## src/hw/phyint_defines.svh

```systemverilog
// Offsets, field positions, reset values and encodings of the PHY interrupt block
`ifndef PHYINT_DEFINES_SVH
`define PHYINT_DEFINES_SVH

// ----------------------------------------------------------------------
// Register port geometry
// ----------------------------------------------------------------------
`define PHYINT_ADDR_W       5
`define PHYINT_REG_W        16
`define PHYINT_FLAG_OFS     5'h1d
`define PHYINT_ENABLE_OFS   5'h1e
`define PHYINT_STATUS_OFS   5'h1f

// ----------------------------------------------------------------------
// Event flag and enable positions
// ----------------------------------------------------------------------
`define PHYINT_B_TXOVF      10
`define PHYINT_B_TXUNF      9
`define PHYINT_B_IDLEOVF    8
`define PHYINT_B_ENERGY     7
`define PHYINT_B_NEGDONE    6
`define PHYINT_B_RFAULT     5
`define PHYINT_B_LINKDOWN   4
`define PHYINT_B_PACK       3
`define PHYINT_B_DFAULT     2
`define PHYINT_B_PAGE       1
`define PHYINT_B_LO         1
`define PHYINT_B_HI         10
`define PHYINT_FLAG_MASK    16'h07fe
`define PHYINT_FLAG_RST     16'h0000
`define PHYINT_ENABLE_RST   16'h0000
`define PHYINT_ZERO_WORD    16'h0000

// ----------------------------------------------------------------------
// Special status fields and speed encodings
// ----------------------------------------------------------------------
`define PHYINT_B_ANDONE     12
`define PHYINT_SPD_LSB      2
`define PHYINT_SPD_MSB      4
`define PHYINT_SPD_W        3
`define PHYINT_SPD_10HD     3'h1
`define PHYINT_SPD_10FD     3'h5
`define PHYINT_SPD_100HD    3'h2
`define PHYINT_SPD_100FD    3'h6

// ----------------------------------------------------------------------
// Input synchroniser layout
// ----------------------------------------------------------------------
`define PHYINT_SYNC_W       14
`define PHYINT_S_MSFAULT    0
`define PHYINT_S_SPD_LSB    11
`define PHYINT_S_SPD_MSB    13
`define PHYINT_SYNC_RST     14'h0000

`endif

```

## src/hw/phyint_pkg.sv

```systemverilog
// Types shared by the PHY interrupt block
`include "phyint_defines.svh"

package phyint_pkg;

    // Register select decoded from the port address
    typedef enum logic [1:0] {
        PHYINT_SEL_NONE   = 2'b00,
        PHYINT_SEL_FLAG   = 2'b01,
        PHYINT_SEL_ENABLE = 2'b10,
        PHYINT_SEL_STATUS = 2'b11
    } phyint_sel_t;

    typedef struct packed {
        logic [`PHYINT_SYNC_W-1:0] stage1;
        logic [`PHYINT_SYNC_W-1:0] stage2;
    } phyint_sync_t;

    typedef struct packed {
        logic [`PHYINT_REG_W-1:0] flags;
    } phyint_flags_t;

    typedef struct packed {
        logic [`PHYINT_SYNC_W-1:0] prev;
        logic [`PHYINT_REG_W-1:0]  enable;
        logic [`PHYINT_REG_W-1:0]  rdata;
        logic                      rvalid;
        logic                      irq;
    } phyint_top_t;

endpackage

```

## src/hw/phyint_sync.sv

```systemverilog
// Two-stage synchroniser for the event and status inputs
`timescale 1ns/1ps
`include "phyint_defines.svh"

module phyint_sync
    import phyint_pkg::*;
(
    // Clock and reset
    input  wire logic                      clk_i,
    input  wire logic                      rst_n_i,
    // Asynchronous levels in, synchronised levels out
    input  wire logic [`PHYINT_SYNC_W-1:0] async_i,
    output logic      [`PHYINT_SYNC_W-1:0] sync_o
);

    phyint_sync_t q;
    phyint_sync_t d;

    // First stage feeds only the second stage
    always_comb
    begin
        d        = q;
        d.stage1 = async_i;
        d.stage2 = q.stage1;
    end

    always_ff @(posedge clk_i or negedge rst_n_i)
    begin
        if (!rst_n_i)
        begin
            q <= {`PHYINT_SYNC_RST, `PHYINT_SYNC_RST};
        end
        else
        begin
            q <= d;
        end
    end

    assign sync_o = q.stage2;

endmodule

```

## src/hw/phyint_flag_bank.sv

```systemverilog
// Latched event flags with write-one-to-clear, set winning over clear
`timescale 1ns/1ps
`include "phyint_defines.svh"

module phyint_flag_bank
    import phyint_pkg::*;
(
    // Clock and reset
    input  wire logic                     clk_i,
    input  wire logic                     rst_n_i,
    // Set and clear requests
    input  wire logic [`PHYINT_REG_W-1:0] set_i,
    input  wire logic [`PHYINT_REG_W-1:0] clr_i,
    // Latched flags
    output logic      [`PHYINT_REG_W-1:0] flags_o
);

    phyint_flags_t q;
    phyint_flags_t d;

    // An event in the clearing cycle survives the clear
    always_comb
    begin
        d       = q;
        d.flags = ((q.flags & ~clr_i) | set_i) & `PHYINT_FLAG_MASK;
    end

    always_ff @(posedge clk_i or negedge rst_n_i)
    begin
        if (!rst_n_i)
        begin
            q <= `PHYINT_FLAG_RST;
        end
        else
        begin
            q <= d;
        end
    end

    assign flags_o = q.flags;

endmodule

```

## src/hw/phyint_top.sv

```systemverilog
// Event flags, event enables and special link status of the PHY management set
// Notes on behaviour
// - Bit 10 latches on transmit buffer overflow, bit 9 on underflow.
// - Flags latch high on event, hold until a write clears, reset low.
// - Bit 8 latches when the idle error count overflows.
// - Bit 7 latches on a rising edge of the energy present status.
// - Bit 6 latches when auto-negotiation completes.
// - Bit 5 latches when a remote fault is detected.
// - Bit 4 latches when link status falls, the link going down.
// - Bit 3 latches when the link partner acknowledges.
// - Bit 2 latches on parallel detection or master/slave configuration fault.
// - Bit 1 latches when a negotiation page has been received.
// - Enable bits 10 to 1 are read/write, one per flag position.
// - Enable zero masks its source, one enables it; reset to zero.
// - Status bit 12 is one only while auto-negotiation is done.
// - Done bit mirrors the basic status done bit; reads clear nothing.
// - Status bits 4:2 carry the resolved speed and duplex code.
// - Speed field follows the negotiation outcome, no fixed reset value.
`timescale 1ns/1ps
`include "phyint_defines.svh"

module phyint_top
    import phyint_pkg::*;
(
    // Clock and reset
    input  wire logic                      CLK_SYS_I,
    input  wire logic                      RST_N_I,
    // Register port, same clock domain
    input  wire logic [`PHYINT_ADDR_W-1:0] REG_ADDR_I,
    input  wire logic                      REG_WR_I,
    input  wire logic                      REG_RD_I,
    input  wire logic [`PHYINT_REG_W-1:0]  REG_WDATA_I,
    output logic      [`PHYINT_REG_W-1:0]  REG_RDATA_O,
    output logic                           REG_RVALID_O,
    // Event sources from the PHY core, asynchronous levels
    input  wire logic                      TX_BUFFER_OVERFLOW_I,
    input  wire logic                      TX_BUFFER_UNDERFLOW_I,
    input  wire logic                      IDLE_ERROR_OVERFLOW_I,
    input  wire logic                      ENERGY_PRESENT_STATUS_I,
    input  wire logic                      NEGOTIATION_DONE_I,
    input  wire logic                      REMOTE_FAULT_I,
    input  wire logic                      LINK_STATUS_I,
    input  wire logic                      PARTNER_ACK_I,
    input  wire logic                      PARALLEL_DETECT_FAULT_I,
    input  wire logic                      MASTER_SLAVE_FAULT_I,
    input  wire logic                      PAGE_RECEIVED_I,
    // Resolved link from auto-negotiation
    input  wire logic [`PHYINT_SPD_W-1:0]  RESOLVED_SPEED_DUPLEX_I,
    // Interrupt indication
    output logic                           IRQ_O
);

    // ------------------------------------------------------------------
    // Address decode
    // ------------------------------------------------------------------
    function automatic phyint_sel_t decode_sel(input logic [`PHYINT_ADDR_W-1:0] addr);
        phyint_sel_t sel;
        case (addr)
            `PHYINT_FLAG_OFS:   sel = PHYINT_SEL_FLAG;
            `PHYINT_ENABLE_OFS: sel = PHYINT_SEL_ENABLE;
            `PHYINT_STATUS_OFS: sel = PHYINT_SEL_STATUS;
            default:            sel = PHYINT_SEL_NONE;
        endcase
        return sel;
    endfunction

    // ------------------------------------------------------------------
    // Declarations
    // ------------------------------------------------------------------
    phyint_top_t               q;
    phyint_top_t               d;
    logic [`PHYINT_SYNC_W-1:0] raw_in;
    logic [`PHYINT_SYNC_W-1:0] sync_in;
    logic [`PHYINT_SYNC_W-1:0] rise;
    logic [`PHYINT_SYNC_W-1:0] fall;
    logic [`PHYINT_REG_W-1:0]  set_vec;
    logic [`PHYINT_REG_W-1:0]  clr_vec;
    logic [`PHYINT_REG_W-1:0]  flags;
    logic [`PHYINT_REG_W-1:0]  status_word;
    phyint_sel_t               wr_sel;
    phyint_sel_t               rd_sel;

    // ------------------------------------------------------------------
    // Input synchronisation
    // ------------------------------------------------------------------
    // Each source sits at its flag position so one loop forms the events;
    // position 0 is free in the flag map and carries the second fault input.
    always_comb
    begin
        raw_in                                           = `PHYINT_SYNC_RST;
        raw_in[`PHYINT_S_MSFAULT]                        = MASTER_SLAVE_FAULT_I;
        raw_in[`PHYINT_B_PAGE]                           = PAGE_RECEIVED_I;
        raw_in[`PHYINT_B_DFAULT]                         = PARALLEL_DETECT_FAULT_I;
        raw_in[`PHYINT_B_PACK]                           = PARTNER_ACK_I;
        raw_in[`PHYINT_B_LINKDOWN]                       = LINK_STATUS_I;
        raw_in[`PHYINT_B_RFAULT]                         = REMOTE_FAULT_I;
        raw_in[`PHYINT_B_NEGDONE]                        = NEGOTIATION_DONE_I;
        raw_in[`PHYINT_B_ENERGY]                         = ENERGY_PRESENT_STATUS_I;
        raw_in[`PHYINT_B_IDLEOVF]                        = IDLE_ERROR_OVERFLOW_I;
        raw_in[`PHYINT_B_TXUNF]                          = TX_BUFFER_UNDERFLOW_I;
        raw_in[`PHYINT_B_TXOVF]                          = TX_BUFFER_OVERFLOW_I;
        raw_in[`PHYINT_S_SPD_MSB:`PHYINT_S_SPD_LSB]      = RESOLVED_SPEED_DUPLEX_I;
    end

    phyint_sync u_sync
    (
        .clk_i   (CLK_SYS_I),
        .rst_n_i (RST_N_I),
        .async_i (raw_in),
        .sync_o  (sync_in)
    );

    // ------------------------------------------------------------------
    // Edge detection
    // ------------------------------------------------------------------
    // Edges are taken on the synchronised copy only, against the last sample
    genvar gi;
    generate
        for (gi = 0; gi < `PHYINT_SYNC_W; gi = gi + 1)
        begin : g_edge
            assign rise[gi] = sync_in[gi] & ~q.prev[gi];
            assign fall[gi] = ~sync_in[gi] & q.prev[gi];
        end
    endgenerate

    // ------------------------------------------------------------------
    // Flag set vector
    // ------------------------------------------------------------------
    generate
        for (gi = `PHYINT_B_LO; gi <= `PHYINT_B_HI; gi = gi + 1)
        begin : g_set
            if (gi == `PHYINT_B_LINKDOWN)
            begin : g_down
                assign set_vec[gi] = fall[gi];
            end
            else if (gi == `PHYINT_B_DFAULT)
            begin : g_fault
                assign set_vec[gi] = rise[gi] | rise[`PHYINT_S_MSFAULT];
            end
            else
            begin : g_rise
                // Overflow, underflow, idle error, energy, done, fault, ack, page
                assign set_vec[gi] = rise[gi];
            end
        end
    endgenerate

    assign set_vec[0]                                     = 1'b0;
    assign set_vec[`PHYINT_REG_W-1:`PHYINT_B_HI+1]        = '0;

    // ------------------------------------------------------------------
    // Register writes
    // ------------------------------------------------------------------
    assign wr_sel  = decode_sel(REG_ADDR_I);
    assign rd_sel  = decode_sel(REG_ADDR_I);

    // Writing ones clears the matching flags; reserved bits are never stored
    assign clr_vec = (REG_WR_I && wr_sel == PHYINT_SEL_FLAG) ?
                     (REG_WDATA_I & `PHYINT_FLAG_MASK) : `PHYINT_ZERO_WORD;

    phyint_flag_bank u_flags
    (
        .clk_i   (CLK_SYS_I),
        .rst_n_i (RST_N_I),
        .set_i   (set_vec),
        .clr_i   (clr_vec),
        .flags_o (flags)
    );

    // ------------------------------------------------------------------
    // Special status word
    // ------------------------------------------------------------------
    // The speed field is live from the resolver, so it holds no value of its own
    always_comb
    begin
        status_word                                   = `PHYINT_ZERO_WORD;
        status_word[`PHYINT_B_ANDONE]                 = sync_in[`PHYINT_B_NEGDONE];
        status_word[`PHYINT_SPD_MSB:`PHYINT_SPD_LSB]  =
            sync_in[`PHYINT_S_SPD_MSB:`PHYINT_S_SPD_LSB];
    end

    // ------------------------------------------------------------------
    // Next state
    // ------------------------------------------------------------------
    always_comb
    begin
        d        = q;
        d.prev   = sync_in;
        d.rvalid = REG_RD_I;

        if (REG_WR_I && wr_sel == PHYINT_SEL_ENABLE)
        begin
            d.enable = REG_WDATA_I & `PHYINT_FLAG_MASK;
        end

        // Reads have no side effect, so status polling never loses an event
        if (REG_RD_I)
        begin
            case (rd_sel)
                PHYINT_SEL_FLAG:   d.rdata = flags;
                PHYINT_SEL_ENABLE: d.rdata = q.enable;
                PHYINT_SEL_STATUS: d.rdata = status_word;
                PHYINT_SEL_NONE:   d.rdata = `PHYINT_ZERO_WORD;
                default:           d.rdata = `PHYINT_ZERO_WORD;
            endcase
        end

        // One cycle behind the flags, traded for a glitch-free output
        d.irq = |(flags & q.enable);
    end

    // ------------------------------------------------------------------
    // State register
    // ------------------------------------------------------------------
    always_ff @(posedge CLK_SYS_I or negedge RST_N_I)
    begin
        if (!RST_N_I)
        begin
            q.prev   <= `PHYINT_SYNC_RST;
            q.enable <= `PHYINT_ENABLE_RST;
            q.rdata  <= `PHYINT_ZERO_WORD;
            q.rvalid <= 1'b0;
            q.irq    <= 1'b0;
        end
        else
        begin
            q <= d;
        end
    end

    // ------------------------------------------------------------------
    // Outputs
    // ------------------------------------------------------------------
    assign REG_RDATA_O  = q.rdata;
    assign REG_RVALID_O = q.rvalid;
    assign IRQ_O        = q.irq;

endmodule

```

## config.mk

```make
export PLATFORM = sky130hd
export DESIGN_NAME = phyint_top
export DESIGN_NICKNAME = d
export VERILOG_FILES = /design/src/hw/phyint_pkg.sv /design/src/hw/phyint_sync.sv /design/src/hw/phyint_flag_bank.sv /design/src/hw/phyint_top.sv
export VERILOG_INCLUDE_DIRS = /design/src /design/src/hw
export SDC_FILE = /design/constraint.sdc
export NUM_CORES = 1
export LEC_CHECK = 0
export ABC_AREA = 1
export BUFFER_PORTS_ARGS = -buffer_cell sky130_fd_sc_hd__buf_2
export CAP_MARGIN = 5
export CORE_MARGIN = 2
export CORE_UTILIZATION = 57
export DETAILED_ROUTE_END_ITERATION = 8
export PLACE_DENSITY = 0.95
export SYNTH_ARGS = -nofsm -noshare
export SYNTH_HDL_FRONTEND = slang
export SYNTH_SLANG_ARGS = --single-unit
```

## constraint.sdc

```tcl
create_clock -name CLK_SYS_I -period 2.2 [get_ports CLK_SYS_I]
set_input_delay 0.11 -clock CLK_SYS_I [delete_from_list [all_inputs] [get_ports CLK_SYS_I]]
set_output_delay 0.11 -clock CLK_SYS_I [all_outputs]
set_load 0.005 [all_outputs]
```

## Word level (Yosys, flattened, before mapping)

Cells that the tools add are included.

| storage, ports and cells | value |
|---|---|
| register bits | 77 |
| input port bits | 39 |
| output and inout port bits | 18 |
| word-level logic and storage cells | 48 |

| operators by class | value |
|---|---|
| eq/ne operators | 6 |
| muxes and demuxes | 3 |
| bitwise gates (word level) | 27 |
| reduce and logical (&&, ||, !) cells | 4 |

Operators with widths:

| cell | count |
|---|---|
| case mux 16 bit (4 select lines) | 1 |
| bitwise AND 11 bit | 2 |
| OR reduction 16 bit | 1 |
| == test 5 bit (second input constant) | 3 |
| bitwise AND 1 bit | 11 |
| 2-to-1 mux 11 bit | 1 |
| NOT 1 bit | 11 |
| NOT 11 bit | 1 |
| bitwise OR 11 bit | 1 |
| case mux 2 bit (3 select lines) | 1 |
| == test 2 bit (second input constant) | 2 |
| == test 2 x 1 -> 1 bit (second input constant) | 1 |
| logical AND 1 bit | 2 |
| zero test 2 bit | 1 |
| bitwise OR 1 bit | 1 |

## Depth between registers and ports, before layout

| depth | value |
|---|---|
| word-level depth | 8 |
| mapped depth | 8 |
| depth with buffers taken out | 7 |

## Modules after synthesis

A second synthesis with hierarchy kept.

| second synthesis, totals | value |
|---|---|
| cells, all modules | 338 |
| area total of the unflattened synthesis | 3109.2 um2 |

By module, submodules not included:

| module | instances | cells an instance | area an instance (um2) |
|---|---|---|---|
| phyint_top | 1 | 253 | 1959.4 |
| phyint_sync | 1 | 28 | 700.7 |
| phyint_flag_bank | 1 | 57 | 449.2 |

## Least setup slack after synthesis

No wires, ideal clock.

| timing | value |
|---|---|
| path type | in2reg |
| from | in REG_ADDR_I[3] |
| to | reg q[19] (netlist bit) |
| setup time | 123 ps |
| arrival time | 728 ps |
| data required time | 2077 ps |
| slack | 1349 ps |
| stages | 6 |
| buffers on the path | 1 |
| cells stage by stage | nand2_1 -> nor2_2 -> nand2_2 -> clkbuf_2 -> o21ai_0 -> nand2_1 |

| on the way | value |
|---|---|
| longest elaborated chain between the ends | 4 |
| elaborated cells between the ends (all ways) | 6 |
| classes of those cells | eq/ne (4); mux (1); reduce/logical (1) |

Ends and longest elaborated chain:

| what | line | source |
|---|---|---|
| start: declaration | phyint_top.sv:29 | `` input wire logic [`PHYINT_ADDR_W-1:0] REG_ADDR_I, `` |
| == test 5 bit | phyint_top.sv:58 | `case (addr)` |
| case mux 2 bit (3 select lines) (*) | phyint_top.sv:58 |  |
| == test 2 bit (*) | phyint_top.sv:191 | `if (REG_WR_I && wr_sel == PHYINT_SEL_ENABLE)` |
| logical AND 1 bit (*) | phyint_top.sv:191 |  |
| end: declaration | phyint_top.sv:70 | `phyint_top_t q;` |

Every way passes the cells marked *; elsewhere a longest branch is shown, timed or not.
A chain may end at the register's enable or synchronous reset.

## Worst setup path in the final report

| timing | value |
|---|---|
| from | in REG_ADDR_I[3] |
| to | reg q[21] (netlist bit) |

The elaborated chain is that of the path after synthesis.

==> flow_summary.ini <==
[setup_path]
worstSetupEndpointType = flip-flop
critPathKind = in -> reg
r2r-start = u_flags.flags_o[2]$_DFF_PN0_
critPathLaunch = REG_ADDR_I[3]
r2r_setup_slack_ns = 1.21
cp_data_arrival_time_ns = 1.37
worst_setup_path_start_kind = input port
worst_ep_required_time_ns = 2.47
critical_path_peak_fanout = 11

[sta]
final_max_slew_viol_count = 0
setup_ws_ns = 1.105
rsz0062_at_grt = no
setup_violations = 0
clock.fmax_mhz = 913.1
setup_tns_ns = 0
min_period_ns = 1.095
whs_ns = 0.02123
finalHoldViolCount = 0
timing.final.crit_share = 0.4978
clock_skew_ns = 0.006437

[grt]
antenna_found_initial = 0
grt_pass1_vias = 1844
track_usage = 0.2110
grt_pass1_wl_um = 8231
grt_max_degree = 73
overflow = 0

[layout]
fillerInstances = 325
nNetsFinal = 375
drive_above_1_share = 0.1935
area_growth_pct = 20.00
stdcell_count = 395
diodes = 0

[detailed_routing]
dr.pass1.iters = 6
totalWireLength_um = 4948
vias = 1963
drcViolationCount = 0
via_per_inst = 4.970
dr.first_iter.drc_count = 194
wl_per_cell_um = 12.53
final_antenna_net_count = 0

[clock_tree]
cts-buffers-inserted = 9
path_clk_slew_ns = 0.07
clk_latency_ns = 0.34
cts_sinks = 72
cts_buffer_depth = 2
cts_setup_buffers = 0
h-tree-depth = 3
cts_hold_buf = 20
root_buffer = clkbuf_8
cts.repair.resized = 0
cts_tree = done

[status]
status = finished clean

[logic_synthesis]
synth_warnings = 0
syn_area_um2 = 2715
synth_top_family_by_area = simple AND/OR/NAND/NOR gates
syn_inst = 277
synth-compound-area-share = 0.02258
ys_seq_elements = 72
syn_area_per_cell_um2 = 9.802
ys_types = 19
synth-simple-area-share = 0.2309
synth_mux_area_frac = 0
yosysSeqAreaShare = 0.6636
synth-xor-area-share = 0
synthAdderAreaFrac = 0

[place]
dp.cells = 359
dp_hpwl_um = 3187
dpl_worst_slack_ns = 0.7881
place.gp.congestion = 0.7790
port_buffers = 45

[floorplan]
fp.dieW_um = 73.02
dieArea_um2 = 5331
core-area_um2 = 4661
num_rows = 25
io_pins = 57
chipHeight_um = 73.02
start_util = 0.5826

[power_and_ir_drop]
pwr_density_cell_nw_per_um2 = 786.8
power_mw = 2.564
max-vdd-ir-drop_mv = 0.4777
total_leakage_power_nw = 1.719

[job]
drv_cap = 0

[worst_hold_path]
worstHoldStart = REG_RD_I
worstHoldPathType = in -> reg
-- stage by stage --
| stage | cell area (µm²) | util |
|---|---|---|
| after detailed placement | 2893 | 0.6207 |
| final | 3258 | 0.6991 |
| after global placement | 2893 | 0.6207 |
| after global routing | 3258 | 0.6991 |
| after floorplan | 2730 | - |
| after CTS | 3258 | 0.6991 |
-- flip-flops by register name, summed over array words and instances, names as in the netlist --
| name | count |
|---|---|
| REG_RVALID_O | 1 |
| u_flags.flags_o | 10 |
| u_sync.sync_o | 14 |
| q | 21 |
| IRQ_O | 1 |
| REG_RDATA_O | 11 |
| u_sync.d | 14 |
-- cell type report --
cell class,count,area [µm²],area share
clock buffers,12,145.1,0.04455
clock inverters,4,20.02,0.006144
inverters,17,63.81,0.01959
multi-input cells,169,706.9,0.2170
flip-flops and latches,72,1802,0.5530
well taps,54,67.56,0.02074
repair buffers,67,452.9,0.1390
-- per-layer routing --
layer / global-route usage / up-vias / part of all wire
li1: - / 957 / -
met1: 0.2498 / 899 / 0.39
met2: 0.3263 / 83 / 0.50
met3: 0.07044 / 24 / 0.063
met4: 0.1420 / 0 / 0.042
met5: 0 / - / 0
-- Yosys cell counts --
library cell / count / area share
buf_4: 18 / 0.050
nand4_1: 2 / 0.0046
nor2_1: 12 / 0.017
o21ai_1: 1 / 0.0018
nor2_4: 2 / 0.0083
clkbuf_1: 2 / 0.0028
dfrtp_1: 72 / 0.66
nand2_1: 109 / 0.15
buf_2: 2 / 0.0037
nand3_1: 25 / 0.046
o21ai_0: 10 / 0.018
clkinv_1: 1 / 0.0014
inv_1: 15 / 0.021
conb_1: 1 / 0.0014
nand2_2: 1 / 0.0023
inv_2: 1 / 0.0014
nor2_2: 1 / 0.0023
clkbuf_2: 1 / 0.0018
o22ai_1: 1 / 0.0023
-- worst max-delay path, cell delays in order --
cell     delay (ns)
buf_2          0.08
nand2_1        0.08
nor2_2         0.40
nand2_2        0.24
nor2_4         0.26
nand2_1        0.08
nand2_1        0.11
-- kinds of logic after synthesis --
kind of cell    after synthesis
simple gates                152
flops                        72
buf+inv                      40
compound gates               12
other cells                   1
-- placed cells by master (no fill, tap or decap), drive strengths merged --
master       count
nand4            2
buf             47
clkinv           5
clkbuf          12
nand3           25
dlygate4sd3     20
dfrtp           72
o21ai           11
inv             16
nor2            15
nand2          110
o22ai            1
conb             5
-- power by group --
group	leakage (nW)	switching, mW	total [mW]	internal, mW
combinational	0.787	0.127	0.222	0.0943
sequential	0.842	0.0510	1.46	1.41
clock	0.0899	0.448	0.881	0.433
-- worst paths after layout --
path | end | cells after the start
max | q[21]$_DFFE_PN0P_ | 7
min | REG_RVALID_O$_DFF_PN0_ | 1
max reg2reg | IRQ_O$_DFF_PN0_ | 4
min reg2reg | u_sync.sync_o[4]$_DFF_PN0_ | 0
max in group asynchronous | u_sync.sync_o[10]$_DFF_PN0_ | 3
min in group asynchronous | REG_RDATA_O[12]$_DFFE_PN0P_ | 3
Power figures use the tool's default switching activity.
